File: config.mk
export PLATFORM = sky130hd
export DESIGN_NAME = eeec_top
export DESIGN_NICKNAME = d
export VERILOG_FILES = /design/src/pkg/eeec_pkg.sv /design/src/verilog/eeec_top.sv
export SDC_FILE = /design/constraint.sdc
export NUM_CORES = 1
export LEC_CHECK = 0
export BUFFER_PORTS_ARGS = -buffer_cell sky130_fd_sc_hd__buf_2
export CAP_MARGIN = 10
export CORE_AREA = 2 2 312 314
export CTS_CLUSTER_DIAMETER = 100
export DETAILED_ROUTE_END_ITERATION = 6
export DIE_AREA = 0 0 314 316
export GPL_TIMING_DRIVEN = 0
export SLEW_MARGIN = 30
export SYNTH_ARGS = -nofsm -noshare
export SYNTH_HDL_FRONTEND = slang
export SYNTH_SLANG_ARGS = --single-unit
File: constraint.sdc
create_clock -name I_CLK -period 4.7 [get_ports I_CLK]
set_clock_uncertainty 0.15 [all_clocks]
set_input_delay 0.705 -clock I_CLK [delete_from_list [all_inputs] [get_ports I_CLK]]
set_output_delay 0.705 -clock I_CLK [all_outputs]
set_load 0.02 [all_outputs]
File: src/pkg/eeec_pkg.sv
// eeec_pkg: constants for the enclave entry/exit control block
// assumes: one 100 MHz clock, AXI4-Lite register access, 32-bit data
package eeec_pkg;
  // register byte offsets
  localparam logic [7:0] OFF_CTRL    = 8'h00;
  localparam logic [7:0] OFF_STATUS  = 8'h04;
  localparam logic [7:0] OFF_BUSY    = 8'h08;
  localparam logic [7:0] OFF_XMASK   = 8'h0C;
  localparam logic [7:0] OFF_XCTL    = 8'h10;
  localparam logic [7:0] OFF_SAVEDX  = 8'h14;
  localparam logic [7:0] OFF_EXITPTR = 8'h18;
  localparam logic [7:0] OFF_TARGET  = 8'h1C;
  localparam logic [7:0] OFF_FAULTS  = 8'h20;
  // control field positions
  localparam int CTRL_DBG_EN   = 0;
  localparam int CTRL_DBG_ENCL = 1;
  localparam int CTRL_LMA      = 2;
  localparam int CTRL_CSL      = 3;
  // reset values
  localparam logic [31:0] RST_ZERO  = 32'h0000_0000;
  localparam logic [31:0] RST_XCTL  = 32'h0000_0003;
  // AXI responses
  localparam logic [1:0]  RESP_OKAY   = 2'h0;
  localparam logic [1:0]  RESP_SLVERR = 2'h2;
  // operation codes
  localparam logic [1:0]  OP_ENTER  = 2'h0;
  localparam logic [1:0]  OP_EXIT   = 2'h1;
  localparam logic [1:0]  OP_RESUME = 2'h2;
  localparam logic [1:0]  OP_EVENT  = 2'h3;
  // restore widths
  localparam logic [4:0]  NREG_32 = 5'h08;
  localparam logic [4:0]  NREG_64 = 5'h10;
  // sequencer states, one-hot
  typedef enum logic [6:0] {
    ST_IDLE  = 7'h01,
    ST_CHECK = 7'h02,
    ST_MODE  = 7'h04,
    ST_SAVE  = 7'h08,
    ST_MARK  = 7'h10,
    ST_XFER  = 7'h20,
    ST_CLEAR = 7'h40
  } eeec_state_t;
endpackage : eeec_pkg

File: src/verilog/eeec_top.sv
// eeec_top: enclave entry, exit, asynchronous exit and resume sequencer
// assumes: operations arrive from the core on I_CLK; registers via AXI4-Lite
// Summary of operation
// - entry takes entry location and save-frame pointer from the given thread structure
// - a structure is busy from entry until exit; entering a busy one faults
// - several thread structures each keep their own busy bit
// - entry first checks busy, then flushes cached address translations
// - entry sets enclave mode, then saves stack and frame pointers
// - entry saves extended control register and loads the feature mask
// - debug enclave with debug asked allows traps; otherwise one instruction
// - entry marks the structure busy, then jumps to its entry location
// - exit takes an outside target and returns the async exit pointer
// - exit clears mode and flushes, frees structure, then jumps outside
// - exit leaves general registers untouched; software scrubs secrets
// - exit event saves state to save frame, shows synthetic state
// - most exit events push the async exit pointer as return address
// - after asynchronous exit the processor is outside enclave mode
// - resume restores saved state and continues at the interrupted point; here it jumps to the structure entry location
// - 32-bit resume reloads low halves of eight registers, pointer, flags
// - 64-bit resume reloads sixteen full registers, pointer, flags
// - resume restores masked features, x87 layout chosen by long mode
//
// Implementation choices: the address map and the AXI4-Lite slave port.
`timescale 1ns/1ps
module eeec_top #(
  parameter int NTCS = 8,
  parameter int AW   = 64
) (
  // clock, reset, enable
  input  wire logic                    I_CLK,
  input  wire logic                    I_NRST,
  input  wire logic                    I_CE,
  // operation request from core
  input  wire logic                    I_OP_VALID,
  input  wire logic [1:0]              I_OP_CODE,
  input  wire logic [$clog2(NTCS)-1:0] I_OP_TCS,
  input  wire logic [AW-1:0]           I_OP_ADDR,
  input  wire logic [AW-1:0]           I_TCS_ENTRY,
  input  wire logic [AW-1:0]           I_TCS_FRAME,
  input  wire logic [AW-1:0]           I_SP,
  input  wire logic [AW-1:0]           I_FP,
  input  wire logic                    I_EVT_PUSH,
  // operation results
  output logic                         O_OP_DONE,
  output logic                         O_OP_FAULT,
  output logic                         O_ENCL_MODE,
  output logic                         O_TLB_FLUSH,
  output logic                         O_JUMP,
  output logic [AW-1:0]                O_JUMP_ADDR,
  output logic [AW-1:0]                O_RET_VAL,
  output logic [AW-1:0]                O_SAVE_SP,
  output logic [AW-1:0]                O_SAVE_FP,
  output logic [AW-1:0]                O_FRAME_PTR,
  output logic                         O_STATE_SAVE,
  output logic                         O_SYNTH,
  output logic                         O_PUSH_EXIT,
  output logic                         O_RESTORE,
  output logic [4:0]                   O_RESTORE_NREG,
  output logic                         O_RESTORE_WIDE,
  output logic                         O_SINGLE_STEP,
  output logic [31:0]                  O_XCTL,
  // AXI4-Lite slave
  input  wire logic [7:0]              S_AXI_AWADDR,
  input  wire logic                    S_AXI_AWVALID,
  output logic                         S_AXI_AWREADY,
  input  wire logic [31:0]             S_AXI_WDATA,
  input  wire logic [3:0]              S_AXI_WSTRB,
  input  wire logic                    S_AXI_WVALID,
  output logic                         S_AXI_WREADY,
  output logic [1:0]                   S_AXI_BRESP,
  output logic                         S_AXI_BVALID,
  input  wire logic                    S_AXI_BREADY,
  input  wire logic [7:0]              S_AXI_ARADDR,
  input  wire logic                    S_AXI_ARVALID,
  output logic                         S_AXI_ARREADY,
  output logic [31:0]                  S_AXI_RDATA,
  output logic [1:0]                   S_AXI_RRESP,
  output logic                         S_AXI_RVALID,
  input  wire logic                    S_AXI_RREADY
);
  localparam int TW = $clog2(NTCS);

  // byte-lane merge
  function automatic logic [31:0] wmerge(input logic [31:0] old, input logic [31:0] d,
                                         input logic [3:0] s);
    logic [31:0] r;
    r = old;
    for (int i = 0; i < 4; i++) begin
      if (s[i]) r[i*8 +: 8] = d[i*8 +: 8];
    end
    return r;
  endfunction : wmerge

  // state
  eeec_pkg::eeec_state_t st_reg;
  logic [1:0]     op_reg;
  logic [TW-1:0]  tcs_reg;
  logic [AW-1:0]  addr_reg, entry_reg, frame_reg;
  logic [NTCS-1:0] busy_reg;
  logic [TW-1:0]  cur_tcs_reg;
  logic [AW-1:0]  exitptr_reg;
  logic [31:0]    ctrl_reg, xmask_reg, xctl_reg, savedx_reg, faults_reg;
  logic           push_reg;

  // register bus state
  logic [7:0]  awaddr_reg;
  logic        aw_have_reg;
  logic [31:0] wdata_reg;
  logic [3:0]  wstrb_reg;
  logic        w_have_reg;

  // decode of the current request
  wire logic        start      = I_CE && I_OP_VALID && !O_OP_DONE && st_reg == eeec_pkg::ST_IDLE;
  wire logic        tgt_busy   = busy_reg[tcs_reg];
  wire logic        long_mode  = ctrl_reg[eeec_pkg::CTRL_LMA] && ctrl_reg[eeec_pkg::CTRL_CSL];
  wire logic        dbg_on     = ctrl_reg[eeec_pkg::CTRL_DBG_EN]
                                 && ctrl_reg[eeec_pkg::CTRL_DBG_ENCL];
  wire logic        is_enter   = (op_reg == eeec_pkg::OP_ENTER);
  wire logic        is_exit    = (op_reg == eeec_pkg::OP_EXIT);
  wire logic        is_resume  = (op_reg == eeec_pkg::OP_RESUME);
  wire logic        is_event   = (op_reg == eeec_pkg::OP_EVENT);
  // exit-type ops are only legal inside enclave mode; resume/enter only outside
  wire logic        bad_mode   = (is_exit || is_event) ? !O_ENCL_MODE : O_ENCL_MODE;

  // register write path
  wire logic        wr_fire   = aw_have_reg && w_have_reg && !S_AXI_BVALID;
  wire logic        wr_ctrl   = wr_fire && (awaddr_reg == eeec_pkg::OFF_CTRL);
  wire logic        wr_xmask  = wr_fire && (awaddr_reg == eeec_pkg::OFF_XMASK);
  wire logic        wr_faults = wr_fire && (awaddr_reg == eeec_pkg::OFF_FAULTS);
  wire logic        wr_ok     = wr_ctrl || wr_xmask || wr_faults;

  // register read decode
  logic [31:0] rd_data;
  logic        rd_ok;
  always_comb begin
    rd_ok   = 1'b1;
    rd_data = eeec_pkg::RST_ZERO;
    if (S_AXI_ARADDR == eeec_pkg::OFF_CTRL) begin
      rd_data = ctrl_reg;
    end else if (S_AXI_ARADDR == eeec_pkg::OFF_STATUS) begin
      rd_data = {24'h000000, st_reg == eeec_pkg::ST_IDLE, O_ENCL_MODE, 6'(cur_tcs_reg)};
    end else if (S_AXI_ARADDR == eeec_pkg::OFF_BUSY) begin
      rd_data = 32'(busy_reg);
    end else if (S_AXI_ARADDR == eeec_pkg::OFF_XMASK) begin
      rd_data = xmask_reg;
    end else if (S_AXI_ARADDR == eeec_pkg::OFF_XCTL) begin
      rd_data = xctl_reg;
    end else if (S_AXI_ARADDR == eeec_pkg::OFF_SAVEDX) begin
      rd_data = savedx_reg;
    end else if (S_AXI_ARADDR == eeec_pkg::OFF_EXITPTR) begin
      rd_data = exitptr_reg[31:0];
    end else if (S_AXI_ARADDR == eeec_pkg::OFF_TARGET) begin
      rd_data = entry_reg[31:0];
    end else if (S_AXI_ARADDR == eeec_pkg::OFF_FAULTS) begin
      rd_data = faults_reg;
    end else begin
      rd_ok = 1'b0;
    end
  end

  // AXI4-Lite write channel: address and data taken in either order
  always_ff @(posedge I_CLK or negedge I_NRST) begin
    if (!I_NRST) begin
      aw_have_reg   <= 1'b0;
      w_have_reg    <= 1'b0;
      awaddr_reg    <= 8'h00;
      wdata_reg     <= eeec_pkg::RST_ZERO;
      wstrb_reg     <= 4'h0;
      S_AXI_AWREADY <= 1'b0;
      S_AXI_WREADY  <= 1'b0;
      S_AXI_BVALID  <= 1'b0;
      S_AXI_BRESP   <= eeec_pkg::RESP_OKAY;
    end else if (I_CE) begin
      S_AXI_AWREADY <= !aw_have_reg && !S_AXI_AWREADY;
      S_AXI_WREADY  <= !w_have_reg && !S_AXI_WREADY;
      if (S_AXI_AWVALID && S_AXI_AWREADY) begin
        aw_have_reg <= 1'b1;
        awaddr_reg  <= {S_AXI_AWADDR[7:2], 2'b00};
        S_AXI_AWREADY <= 1'b0;
      end
      if (S_AXI_WVALID && S_AXI_WREADY) begin
        w_have_reg <= 1'b1;
        wdata_reg  <= S_AXI_WDATA;
        wstrb_reg  <= S_AXI_WSTRB;
        S_AXI_WREADY <= 1'b0;
      end
      if (wr_fire) begin
        aw_have_reg  <= 1'b0;
        w_have_reg   <= 1'b0;
        S_AXI_BVALID <= 1'b1;
        S_AXI_BRESP  <= wr_ok ? eeec_pkg::RESP_OKAY : eeec_pkg::RESP_SLVERR;
      end else if (S_AXI_BVALID && S_AXI_BREADY) begin
        S_AXI_BVALID <= 1'b0;
      end
    end
  end

  // AXI4-Lite read channel
  always_ff @(posedge I_CLK or negedge I_NRST) begin
    if (!I_NRST) begin
      S_AXI_ARREADY <= 1'b0;
      S_AXI_RVALID  <= 1'b0;
      S_AXI_RDATA   <= eeec_pkg::RST_ZERO;
      S_AXI_RRESP   <= eeec_pkg::RESP_OKAY;
    end else if (I_CE) begin
      S_AXI_ARREADY <= !S_AXI_RVALID && !S_AXI_ARREADY && !S_AXI_ARVALID ? 1'b1 :
                       (!S_AXI_RVALID && !S_AXI_ARREADY);
      if (S_AXI_ARVALID && S_AXI_ARREADY) begin
        S_AXI_ARREADY <= 1'b0;
        S_AXI_RVALID  <= 1'b1;
        S_AXI_RDATA   <= rd_data;
        S_AXI_RRESP   <= rd_ok ? eeec_pkg::RESP_OKAY : eeec_pkg::RESP_SLVERR;
      end else if (S_AXI_RVALID && S_AXI_RREADY) begin
        S_AXI_RVALID <= 1'b0;
      end
    end
  end

  // software registers
  always_ff @(posedge I_CLK or negedge I_NRST) begin
    if (!I_NRST) begin
      ctrl_reg   <= eeec_pkg::RST_ZERO;
      xmask_reg  <= eeec_pkg::RST_XCTL;
      faults_reg <= eeec_pkg::RST_ZERO;
    end else if (I_CE) begin
      if (wr_ctrl) ctrl_reg <= wmerge(ctrl_reg, wdata_reg, wstrb_reg);
      if (wr_xmask) xmask_reg <= wmerge(xmask_reg, wdata_reg, wstrb_reg);
      // fault count: hardware increment wins over a software clear
      if (st_reg == eeec_pkg::ST_CHECK && (bad_mode || (is_enter && tgt_busy)))
        faults_reg <= faults_reg + 32'h0000_0001;
      else if (wr_faults)
        faults_reg <= eeec_pkg::RST_ZERO;
    end
  end

  // operation sequencer
  always_ff @(posedge I_CLK or negedge I_NRST) begin
    if (!I_NRST) begin
      st_reg         <= eeec_pkg::ST_IDLE;
      op_reg         <= eeec_pkg::OP_ENTER;
      tcs_reg        <= '0;
      cur_tcs_reg    <= '0;
      addr_reg       <= '0;
      entry_reg      <= '0;
      frame_reg      <= '0;
      busy_reg       <= '0;
      exitptr_reg    <= '0;
      xctl_reg       <= eeec_pkg::RST_XCTL;
      savedx_reg     <= eeec_pkg::RST_ZERO;
      push_reg       <= 1'b0;
      O_OP_DONE      <= 1'b0;
      O_OP_FAULT     <= 1'b0;
      O_ENCL_MODE    <= 1'b0;
      O_TLB_FLUSH    <= 1'b0;
      O_JUMP         <= 1'b0;
      O_JUMP_ADDR    <= '0;
      O_RET_VAL      <= '0;
      O_SAVE_SP      <= '0;
      O_SAVE_FP      <= '0;
      O_FRAME_PTR    <= '0;
      O_STATE_SAVE   <= 1'b0;
      O_SYNTH        <= 1'b0;
      O_PUSH_EXIT    <= 1'b0;
      O_RESTORE      <= 1'b0;
      O_RESTORE_NREG <= 5'h00;
      O_RESTORE_WIDE <= 1'b0;
      O_SINGLE_STEP  <= 1'b0;
      O_XCTL         <= eeec_pkg::RST_XCTL;
    end else if (I_CE) begin
      O_OP_DONE    <= 1'b0;
      O_OP_FAULT   <= 1'b0;
      O_TLB_FLUSH  <= 1'b0;
      O_JUMP       <= 1'b0;
      O_STATE_SAVE <= 1'b0;
      O_SYNTH      <= 1'b0;
      O_PUSH_EXIT  <= 1'b0;
      O_RESTORE    <= 1'b0;
      O_XCTL       <= xctl_reg;
      case (st_reg)
        eeec_pkg::ST_IDLE: begin
          if (start) begin
            op_reg    <= I_OP_CODE;
            tcs_reg   <= (I_OP_CODE == eeec_pkg::OP_ENTER ||
                          I_OP_CODE == eeec_pkg::OP_RESUME) ? I_OP_TCS : cur_tcs_reg;
            addr_reg  <= I_OP_ADDR;
            entry_reg <= I_TCS_ENTRY;
            frame_reg <= I_TCS_FRAME;
            push_reg  <= I_EVT_PUSH;
            st_reg    <= eeec_pkg::ST_CHECK;
          end
        end
        eeec_pkg::ST_CHECK: begin
          // busy test comes before any other effect; one sequencer makes it atomic
          if (bad_mode || ((is_enter || is_resume) && tgt_busy)) begin
            O_OP_FAULT <= 1'b1;
            O_OP_DONE  <= 1'b1;
            st_reg     <= eeec_pkg::ST_IDLE;
          end else if (is_event) begin
            O_STATE_SAVE <= 1'b1;
            O_FRAME_PTR  <= frame_reg;
            st_reg       <= eeec_pkg::ST_SAVE;
          end else if (is_exit) begin
            O_ENCL_MODE <= 1'b0;
            O_TLB_FLUSH <= 1'b1;
            st_reg      <= eeec_pkg::ST_CLEAR;
          end else begin
            O_TLB_FLUSH <= 1'b1;
            st_reg      <= eeec_pkg::ST_MODE;
          end
        end
        eeec_pkg::ST_MODE: begin
          O_ENCL_MODE <= 1'b1;
          cur_tcs_reg <= tcs_reg;
          if (is_enter) exitptr_reg <= addr_reg;
          st_reg <= eeec_pkg::ST_SAVE;
        end
        eeec_pkg::ST_SAVE: begin
          if (is_event) begin
            // synthetic state, exit pointer as return address, leave enclave
            O_SYNTH     <= 1'b1;
            O_PUSH_EXIT <= push_reg;
            O_RET_VAL   <= exitptr_reg;
            O_ENCL_MODE <= 1'b0;
            xctl_reg    <= savedx_reg;
            st_reg      <= eeec_pkg::ST_XFER;
          end else if (is_resume) begin
            O_RESTORE      <= 1'b1;
            O_FRAME_PTR    <= frame_reg;
            O_RESTORE_NREG <= long_mode ? eeec_pkg::NREG_64 : eeec_pkg::NREG_32;
            O_RESTORE_WIDE <= long_mode;
            savedx_reg     <= xctl_reg;
            xctl_reg       <= xmask_reg;
            O_SINGLE_STEP  <= dbg_on;
            st_reg         <= eeec_pkg::ST_MARK;
          end else begin
            O_SAVE_SP     <= I_SP;
            O_SAVE_FP     <= I_FP;
            savedx_reg    <= xctl_reg;
            xctl_reg      <= xmask_reg;
            O_SINGLE_STEP <= dbg_on;
            st_reg        <= eeec_pkg::ST_MARK;
          end
        end
        eeec_pkg::ST_MARK: begin
          busy_reg[tcs_reg] <= 1'b1;
          st_reg <= eeec_pkg::ST_XFER;
        end
        eeec_pkg::ST_CLEAR: begin
          busy_reg[tcs_reg] <= 1'b0;
          xctl_reg  <= savedx_reg;
          O_RET_VAL <= exitptr_reg;
          st_reg    <= eeec_pkg::ST_XFER;
        end
        eeec_pkg::ST_XFER: begin
          if (is_event) begin
            busy_reg[tcs_reg] <= 1'b0;
          end else begin
            O_JUMP      <= 1'b1;
            // enter and resume jump to the structure entry location, exit outside
            O_JUMP_ADDR <= is_exit ? addr_reg : entry_reg;
          end
          O_OP_DONE <= 1'b1;
          st_reg    <= eeec_pkg::ST_IDLE;
        end
        default: st_reg <= eeec_pkg::ST_IDLE;
      endcase
    end
  end
endmodule : eeec_top

Word level (Yosys, flattened, before mapping). Index checks and enable logic that the tools add are counted.

Bits in registers: 893. Bits in latches: 0. RAM bits: 0. Bits in read-only memories: 0. Logic and storage cells: 254. Memories: 0.

Add/subtract/negate cells: 1. Multipliers: 0. Div/mod/pow operators: 0. Order comparisons: 2. Eq/ne operators: 30. Shifts and indexed selects: 0. Mux-type cells: 80. Bitwise operators: 5. Reduce and logical (&&, ||, !) cells: 84.

Operators with widths (count): $mux 32 (12); $mux 64 (6); $pmux 64 s2 (2); $pmux 32 s2 (1); $mux 1 (43); $reduce_and 3->1 (14); $pmux 7 s5 (1); $add 32x1->32 const B (1); $eq 8x5->1 const B (4); $mux 7 (4); $pmux 8 s3 (1); $reduce_and 2->1 (12); $logic_and 1x1->1 (23); $ne 2x2->1 const B (9); $eq 8x4->1 const B (2); $logic_not 8->1 (2); $reduce_bool 2->1 (7); $reduce_and 6->1 (2); $logic_not 1->1 (10); $and 8x8->8 (1); $eq 8x3->1 const B (1); $eq 8x6->1 const B (1); $mux 8 (1); $not 8->8 (1); 28 further kinds (41).

Depth between registers and ports, before layout. Gate-level depths: netlist of the first run.

Word-level depth: 11. Mapped depth: 10. Mapped depth without buffers: 6.

Least setup slack after synthesis of the first run. Ideal clock, no wire load.

Kind: input to register. Start: input I_CE. End: register faults_reg[12]. Data arrival time: 2.386 ns. Setup slack: 2.087 ns. Stages on the path: 8. Buffers on the path: 2. Cell sequence: buf_2 -> nand4b_2 -> nor4_2 -> nand3_1 -> a21boi_2 -> buf_6 -> or4_1 -> a21oi_1.

Longest elaborated chain between the ends: 1.

Ends and longest elaborated chain: start: declaration (RTL line eeec_top.sv:32) `input wire logic I_CE,`; $reduce_and 2->1 (no line); end signal: assignment (RTL line eeec_top.sv:224) `faults_reg <= eeec_pkg::RST_ZERO;`; end signal: assignment (RTL line eeec_top.sv:230) `faults_reg <= faults_reg + 32'h0000_0001;`; end signal: assignment (RTL line eeec_top.sv:232) `faults_reg <= eeec_pkg::RST_ZERO;`; end: declaration (RTL line eeec_top.sv:102) `logic [31:0] ctrl_reg, xmask_reg, xctl_reg, savedx_reg, faults_reg;`.

No other way between the ends. A chain may end at the register's enable or synchronous reset.

Worst setup path in the final report of the first run.
Start: register st_reg[6]. End: register O_JUMP.

Longest elaborated chain between the ends: 2.

Ends and longest elaborated chain: start: declaration (RTL line eeec_top.sv:95) `eeec_pkg::eeec_state_t st_reg;`; start signal: assignment (RTL line eeec_top.sv:239) `st_reg <= eeec_pkg::ST_IDLE;`; start signal: assignment (RTL line eeec_top.sv:289) `st_reg <= eeec_pkg::ST_CHECK;`; start signal: assignment (RTL line eeec_top.sv:297) `st_reg <= eeec_pkg::ST_IDLE;`; $eq 7x6->1 (RTL line eeec_top.sv:279) `case (st_reg)`; $mux 1 (RTL line eeec_top.sv:279); end signal: assignment (RTL line eeec_top.sv:255) `O_JUMP <= 1'b0;`; end signal: assignment (RTL line eeec_top.sv:273) `O_JUMP <= 1'b0;`; end signal: assignment (RTL line eeec_top.sv:358) `O_JUMP <= 1'b1;`; end: declaration (RTL line eeec_top.sv:48) `output logic O_JUMP,`.

No other way between the ends.

==> results.yml, run 1 <==
run_status:
  status: "finished, final reports clean"
worst_hold_path:
  min_path_type: "in2reg"
  min_path_cells: 2
  worst_hold_startpoint: "I_TCS_ENTRY[61]"
  hold_end: "entry_reg[61]$_DFFE_PN0P_"
die:
  io_pins: 796
  fp.dieH_um: 316
  rows: 114
  die-area_sq_um: 99200
  die_width_um: 314
  start_util: 0.384
  core_area_sq_um: 96000
synth:
  synth_cells: 2777
  number_of_flops_mapped_to_enable_cells_by_yosys: 0
  netlist-cell-type-count: 73
  yosysWarningCount: 0
  post_synthesis_mean_instance_area_sq_um: 13.3
  synthArstFlopShare: 1.00
  yosys_most_used_dff: "dfrtp_1"
  yosys_register_bits: 887
  syn-cell-area_sq_um: 36900
  most_instantiated_library_cell_after_synthesis: "dfrtp_1"
  synth_top_cells_by_area: "dfrtp_1, mux2_2, mux2_1, mux2i_1, o21ai_0"
  synth_top_cell_by_area: "dfrtp_1"
  yosys.area.top_type_share: 0.597
  seq_area_frac_synth: 0.602
  ys_top_cells_by_count: "dfrtp_1, mux2_2, nand2_1"
global_routing:
  number_of_antenna_violations_at_the_first_check_in_global_routing: 43
  grt_start_max_net_pins: 119
  grt_remaining_overflow: 0
  global_route.usage.total: 0.256
  grt_pass1_vias: 26300
  global_route_wire_length_before_repair_mm: 185
power_and_ir_drop:
  power_switching_share: 0.290
  cellInternalPower_mw: 15.5
  pwr-share-seq: 0.470
  clock_power_share: 0.358
  power.static_leakage_nw: 23.1
  combinational_fraction_of_design_power: 0.172
  ir_drop_v: 0.000323
  power.net_switching_mw: 6.34
  power_per_cell_area_nw_per_um2: 475
drt:
  number_of_nets_still_failing_antenna_checks_after_routing: 0
  detail_route.iter0.violations: 2111
  wl_per_cell_um: 25.8
  detail_route.vias_per_cell: 5.26
  drtPass1Iterations: 7
  drt_drc_violations_left: 0
  route.final.wire_length_mm: 130
  vias: 26500
finish:
  syn2layout_area_growth_pct: 24.7
  layout_cells_sized_above_1: 0.436
  finish.net_count: 4066
  post-route-cell-area_sq_um: 46000
timing:
  period_share: 0.812
  max_slew.worst_pin.slew_ps: 1060
  max-slew-margin-rel: 0.294
  achievable-frequency_ghz: 0.262
  number_of_endpoints_failing_setup_at_the_final_stage: 0
  maxSlewViolCount: 0
  hold-worst-slack_ps: 84.8
  timing.final.hold_violations: 0
  rsz0062_at_grt: "false"
  setup-tns-final_ps: 0
  finalCriticalPeriod_ps: 3810
placement:
  detailed_place_hpwl_mm: 100
  post_dp_cell_area_sq_um: 42700
  globalplace.congestion: 0.916
  buffer_ports.inserted: 787
clock_tree:
  cts_tree: "yes"
  clock_insertion_delay_worst_skew_ps: 690
  cells_resized_by_post_cts_repair: 0
  tritoncts.num_buffers: 99
  htree_levels: 3
  clock_tree_buffer_depth: 3
  clock_sinks: 887
  cts_root_buffer: "clkbuf_16"
  path_clk_slew_ps: 60
setup_path:
  crit_slowest_cell: "clkbuf_1"
  reg2reg_to: "O_JUMP$_DFFE_PN0P_"
  cp-start-kind: "register"
  worst_r2r_startpoint: "st_reg[6]$_DFFE_PN0P_"
  most_frequent_cell_on_the_critical_path: "clkbuf_1"
  cp.required_ps: 5070
  critical_path_data_arrival_time_ps: 4190
  regToRegSetupSlack_ps: 890
  criticalPathCategory: "reg2reg"
  startpoint: "st_reg[6]$_DFFE_PN0P_"
  crit_path_cell_trace: "clkbuf_1 -> nor2_1 -> and3_1 -> nand3_1 -> clkbuf_1 -> clkbuf_1 -> clkbuf_1 -> o21ai_0"
  cpPeakStageDelay_ps: 840
  maximum_fanout_along_the_worst_path: 10
  depth_of_the_worst_register_to_register_path: 8
  crit_path_capture_type: "register"
job:
  maxCapViolations: 0
[how the worst max path moves through the flow]
stage                                              to  slack, ps  cells after the start
after floorplan            faults_reg[12]$_DFFE_PN0P_       2090                      8
after global placement       O_SAVE_FP[9]$_DFFE_PN0P_     -17240                      1
after detailed placement  S_AXI_RDATA[15]$_DFFE_PN0P_        690                      7
after CTS                          O_JUMP$_DFFE_PN0P_        870                      8
after global routing               O_JUMP$_DFFE_PN0P_        680                      8
final                              O_JUMP$_DFFE_PN0P_        890                      8
[stage by stage]
stage	setup WS, ps	std cells	util	total power [mW]
after floorplan	2090	2781	-	12.4
after global placement	-17240	4844	0.442	14.1
after detailed placement	695	4852	0.445	14.2
after CTS	873	5033	0.479	22.0
after global routing	682	5040	0.479	22.8
final	885	5043	0.479	21.8
[power groups by stage]
stage	Sequential (mW)	Combinational (mW)	Clock, mW
floorplan	10.1	2.30	0
global placement	10.4	3.67	0
detailed placement	10.4	3.77	0
CTS	10.3	3.78	7.97
global route	10.4	4.08	8.31
finish	10.3	3.75	7.83
[timing repair]
item | in CTS | in global routing
hold endpoints to repair | 97 | 0
setup buffers | 0 | 0
hold buffers | 1 | 0
[kinds of logic (layout without fill, tap and decap cells)]
kind of cell             count (synthesis)  after routing  synth area share
flip-flops                             887            887             0.602
multiplexers                           817            817             0.247
AND/OR/NAND/NOR                        455            455            0.0608
AO/OA/AOI/OAI                          416            416            0.0659
buffers and inverters                  198           1174            0.0238
XOR/XNOR                                 2              2          0.000475
adder cells (fa/ha/maj)                  1              1          0.000339
other                                    1             15          0.000102
[layout by cell type, fill, tap and decap left out, types with 11 or more instances in the layout]
master and n:
buf_2 857, buf_1 11, clkbuf_1 106, nor2b_1 37
mux2i_1 108, or4_1 11, clkbuf_8 26, nand2_1 220
a22oi_1 28, and3_1 15, mux2_1 130, o31ai_1 22
o21ai_0 205, nor2_1 43, nand3_1 29, nand2b_1 11
mux2_2 576, dfrtp_1 880, nand4_1 14, or3_1 22
a221oi_1 16, clkinv_2 15, a21oi_1 83, clkbuf_16 101
inv_1 19
[critical path: cells and delay by family (launching register included)]
family / cells / cell delay (ps)
flops: 1 / 320
compound gates: 1 / 170
simple gates: 3 / 680
buf+inv: 4 / 2340
[layer usage]
metal	up-vias	track usage	wire length [um]
met2	931	0.390	58800
met5	-	0.0142	435
met4	38	0.0735	3200
met1	13600	0.340	54600
li1	11800	-	-
met3	229	0.0985	12800
[area by class of cell]
cell class	instances	area, sq um
timing repair buffer	796	4180
inverter	19	71.3
sequential	887	22200
clock buffer	151	2980
fill	8830	50000
antenna	10	25.0
multi-input combinational	1696	13800
buffer	179	811
clock inverter	29	305
tap	1276	1600
Power figures use the tool's default switching activity.
==> run 2: changes to the inputs <==
- clock period: 4.7 -> 4 ns (I/O delays scaled with it)
==> run 2 against run 1 <==
Net effect: the run now ends with antenna rules left; combinational power grew 25%; core utilization rose by 3.5 points; hold slack lost 45 ps; maximum frequency up 12%; via count rose by 5.4%; global-route usage grew 0.59 points; critical path depth fell by 1; non-clock buffer count grew 333; wire length is 2.1% higher; critical endpoint unchanged.
==> results.yml, run 2 (synthesized netlist as in run 1, its figures left out) <==
setup_path:
  cp-start-kind: "register"
  most_frequent_cell_on_the_critical_path: "clkbuf_1"
  crit_path_capture_type: "register"
  critical_path_data_arrival_time_ps: 3780
  crit_slowest_cell: "clkbuf_1"
  crit_path_cell_trace: "clkbuf_1 -> nor2_1 -> and3_1 -> nand3_1 -> clkbuf_1 -> clkbuf_1 -> o21ai_0"
  criticalPathCategory: "reg2reg"
  cp.required_ps: 4380
  regToRegSetupSlack_ps: 600
  maximum_fanout_along_the_worst_path: 12
  cpPeakStageDelay_ps: 700
placement:
  post_dp_cell_area_sq_um: 42700
  detailed_place_hpwl_mm: 100
  globalplace.congestion: 0.916
  buffer_ports.inserted: 787
finish:
  post-route-cell-area_sq_um: 49400
  final_cell_mix: "dfrtp_1, buf_2, mux2_2"
  layout.cells.most_common: "dfrtp_1"
  finalCoreUtilization: 0.514
  layout_cells_sized_above_1: 0.400
  finish.net_count: 4399
  syn2layout_area_growth_pct: 33.8
clock_tree:
  tritoncts.num_buffers: 99
  postCtsSetupRepairBufs: 0
  cts_root_buffer: "clkbuf_16"
  htree_levels: 3
  clock_tree_buffer_depth: 3
  clock_insertion_delay_worst_skew_ps: 690
  path_clk_slew_ps: 60
  cts_tree: "yes"
  clock_sinks: 887
drt:
  route.top_layer_used: "met5"
  number_of_nets_still_failing_antenna_checks_after_routing: 1
  met2WireLength_mm: 60.3
  routed-wl-met3_mm: 12.6
  detail_route.iter0.violations: 2141
  wl_per_cell_um: 24.6
  drt_drc_violations_left: 0
  vias: 28000
  detail_route.vias_per_cell: 5.19
  detail_route.wirelength.met1_mm: 55.4
  drtPass1Iterations: 5
  route.final.wire_length_mm: 133
global_routing:
  number_of_antenna_violations_at_the_first_check_in_global_routing: 30
  grt_pass1_vias: 28300
  global_route.usage.total: 0.262
  global_route_wire_length_before_repair_mm: 192
  grt_start_max_net_pins: 119
  grt_remaining_overflow: 0
timing:
  max-slew-margin-rel: 0.332
  setup-tns-final_ps: 0
  timing.final.hold_violations: 0
  finalCriticalPeriod_ps: 3400
  period_share: 0.851
  achievable-frequency_ghz: 0.294
  maxSlewViolCount: 0
  number_of_endpoints_failing_setup_at_the_final_stage: 0
  max_slew.worst_pin.slew_ps: 1000
  rsz0062_at_grt: "false"
power_and_ir_drop:
  power.static_leakage_nw: 24.5
  ir_drop_v: 0.000388
  power_per_cell_area_nw_per_um2: 526
die:
  core_area_sq_um: 96000
  die_width_um: 314
  fp.dieH_um: 316
  rows: 114
  start_util: 0.384
  die-area_sq_um: 99200
  io_pins: 796
job:
  maxCapViolations: 0
worst_hold_path:
  min_path_type: "in2reg"
run_status:
  violations: "antenna rules"
  status: "finished with violations"
## run 2: cell count changes in the layout (fill, tap and decap cells not counted)
cell	change
clkbuf_1	-1
diode_2	+9
dlygate4sd3_1	+334
## run 2: stage by stage
| stage | power [mW] | hold WS [ps] | setup WS [ps] | instances |
|---|---|---|---|---|
| finish | 26.0 | 39.5 | 596 | 5385 |
| global route | 27.1 | 23.9 | 241 | 5377 |
| CTS | 26.2 | 0.478 | 173 | 5367 |
| detailed placement | 16.7 | 315 | 99.7 | 4852 |
| global placement | 16.5 | 309 | -17830 | 4844 |
| floorplan | 14.6 | 154 | 1490 | 2781 |
## run 2: routing by layer
layer,vias up,global-route usage
li1,12400,-
met1,14300,0.346
met2,1021,0.402
met3,238,0.0959
met4,22,0.0814
met5,-,0.00521
## run 2: layout make-up
class,instances,area [sq um]
Multi-Input combinational cell,1696,13800
Clock buffer,151,2980
Inverter,19,71.3
Tap cell,1276,1600
Clock inverter,29,305
Antenna cell,19,47.5
Buffer,178,807
Sequential cell,887,22200
Fill cell,8432,46600
Timing Repair Buffer,1130,7530
## run 2: worst max-delay path: cells and delay by family (launching register included)
family	cells	cell delay [ps]
simple gates	3	1070
compound gates	1	170
buf+inv	3	1540
flops	1	320
## run 2: worst paths after layout
path,start,endpoint,cells past startpoint
worst min register to register,O_JUMP_ADDR[21]$_DFFE_PN0P_,O_JUMP_ADDR[21]$_DFFE_PN0P_,2
worst min-delay path,I_OP_ADDR[15],addr_reg[15]$_DFFE_PN0P_,2
worst max register to register,st_reg[6]$_DFFE_PN0P_,O_JUMP$_DFFE_PN0P_,7
min in group asynchronous,I_NRST,wdata_reg[17]$_DFFE_PN0P_,2
max in group asynchronous,I_NRST,O_SAVE_FP[12]$_DFFE_PN0P_,6
worst max-delay path,st_reg[6]$_DFFE_PN0P_,O_JUMP$_DFFE_PN0P_,7
## run 2: report_power, final
| group | internal, mW | total (mW) | switching [mW] |
|---|---|---|---|
| clock network | 5.38 | 9.19 | 3.81 |
| registers | 10.7 | 12.1 | 1.39 |
| logic | 2.37 | 4.70 | 2.33 |
## run 2: what timing repair did
action | 4_1_cts | 5_1_grt
hold endpoints to repair | 431 | 0
setup endpoints to repair | 0 | 1
hold buffers | 335 | 0
resized for setup | 0 | 0
==> run 3: changes to the inputs <==
- clock period: 4 -> 3.45 ns (I/O delays scaled with it)
==> run 3 against run 2 <==
Net effect: the flow now finishes without violations; total power rose by 16%; global-route usage barely moved; non-clock buffer count rose by 33; highest routed layer unchanged; hold slack improved by 22 ps; count of clock-buffer cells in the layout did not move; critical path type unchanged.
==> results.yml, run 3 (synthesized netlist as in run 1, its figures left out) <==
setup_path:
  cp-start-kind: "register"
  cp.required_ps: 3860
  criticalPathCategory: "reg2reg"
  maximum_fanout_along_the_worst_path: 11
  crit_path_capture_type: "register"
  critical_path_data_arrival_time_ps: 3610
die:
  rows: 114
  die-area_sq_um: 99200
  io_pins: 796
  core_area_sq_um: 96000
  start_util: 0.384
  die_width_um: 314
  fp.dieH_um: 316
drt:
  drt_drc_violations_left: 0
  number_of_nets_still_failing_antenna_checks_after_routing: 0
  drtPass1Iterations: 5
  vias: 28100
  detail_route.iter0.violations: 2265
  wl_per_cell_um: 24.5
  detail_route.vias_per_cell: 5.19
  route.final.wire_length_mm: 133
placement:
  post_dp_cell_area_sq_um: 42700
  buffer_ports.inserted: 787
  globalplace.congestion: 0.916
  placed_cells: 4852
  detailed_place_hpwl_mm: 100
global_routing:
  global_route.usage.total: 0.262
  grt_remaining_overflow: 0
  grt_start_max_net_pins: 119
  number_of_antenna_violations_at_the_first_check_in_global_routing: 26
  grt_pass1_vias: 28500
  global_route_wire_length_before_repair_mm: 192
finish:
  layout.cells.most_common: "dfrtp_1"
  layout_cells_sized_above_1: 0.398
  final_cell_mix: "dfrtp_1, buf_2, mux2_2"
  fin_cells: 5416
  syn2layout_area_growth_pct: 34.7
  finish.net_count: 4432
  post-route-cell-area_sq_um: 49700
  finalCoreUtilization: 0.518
timing:
  achievable-frequency_ghz: 0.312
  number_of_endpoints_failing_setup_at_the_final_stage: 0
  finalCriticalPeriod_ps: 3200
  setup-tns-final_ps: 0
  maxSlewViolCount: 0
  rsz0062_at_grt: "false"
  period_share: 0.928
  max_slew.worst_pin.slew_ps: 923
  max-slew-margin-rel: 0.384
  timing.final.hold_violations: 0
clock_tree:
  clock_tree_buffer_depth: 3
  htree_levels: 3
  cts_root_buffer: "clkbuf_16"
  cts_tree: "yes"
  path_clk_slew_ps: 60
  clock_sinks: 887
  clock_insertion_delay_worst_skew_ps: 690
  tritoncts.num_buffers: 99
power_and_ir_drop:
  ir_drop_v: 0.000446
  power_per_cell_area_nw_per_um2: 606
  power.static_leakage_nw: 24.6
worst_hold_path:
  min_path_type: "in2reg"
job:
  maxCapViolations: 0
run_status:
  status: "finished, final reports clean"
## run 3: changes by cell type in the layout (fill, tap and decap cells not counted)
cell | before | now
dlygate4sd3_1 | 335 | 368
diode_2 | 19 | 17
clkbuf_1 | 105 | 104
clkbuf_2 | 4 | 5
nand3_1 | 29 | 28
nand3_2 | 0 | 1
## run 3: final cells by class
class / instances / area [sq um]
diodes: 17 / 42.5
plain buffers: 178 / 808
clock buffers: 151 / 2980
clock inverters: 29 / 305
fillers: 8393 / 46300
inverters: 19 / 71.3
multi-input cells: 1696 / 13800
flip-flops and latches: 887 / 22200
well taps: 1276 / 1600
repair buffers: 1163 / 7860
## run 3: path summary, 6_finish.rpt
path	slack, ps	depth (start not counted)	start	endpoint
worst max-delay path	250	8	st_reg[6]$_DFFE_PN0P_	op_reg[0]$_DFFE_PN0P_
worst min-delay path	60	2	I_SP[26]	O_SAVE_SP[26]$_DFFE_PN0P_
worst max register to register	250	8	st_reg[6]$_DFFE_PN0P_	op_reg[0]$_DFFE_PN0P_
worst min register to register	320	2	O_JUMP_ADDR[21]$_DFFE_PN0P_	O_JUMP_ADDR[21]$_DFFE_PN0P_
max in group asynchronous	510	6	I_NRST	O_SAVE_FP[19]$_DFFE_PN0P_
min in group asynchronous	280	2	I_NRST	wdata_reg[17]$_DFFE_PN0P_
## run 3: worst max-delay path, stage by stage, from the launching register on
cell	delay, ps
dfrtp_1	320
clkbuf_1	360
nor3_1	130
nand4_1	270
or2_1	150
clkbuf_1	180
clkbuf_2	420
buf_1	690
mux2_2	410
## run 3: metal layers
metal,GRT usage,wire length (um),vias up,share of wire
li1,-,-,12500,-
met1,0.346,55700,14400,0.42
met2,0.405,60800,1016,0.46
met3,0.0931,12400,219,0.093
met4,0.0785,3670,16,0.028
met5,0.0199,159,-,0.0012
## run 3: power breakdown
group          leakage [nW]  internal, mW  switching (mW)
logic                  11.2          2.77            2.71
registers              11.8          12.4            1.61
clock network          1.62          6.24            4.42
total                  24.6          21.4            8.74
## run 3: what timing repair did
item,4_1_cts,5_1_grt
gates resized for setup,1,2
pin swaps,0,0
endpoints found under the hold margin,464,0
hold buffers,368,0
buffers inserted,0,0
endpoints found under the setup margin,10,10
## run 3: through the flow
stage / power (mW) / setup slack [ps] / hold slack (ps)
2_1_floorplan: 16.9 / 1020 / 71.9
3_3_place_gp: 19.1 / -18300 / 309
3_5_place_dp: 19.3 / -372 / 315
4_1_cts: 30.4 / 137 / 4.88
5_1_grt: 31.5 / 47.5 / 26.6
6_report: 30.1 / 248 / 61.9
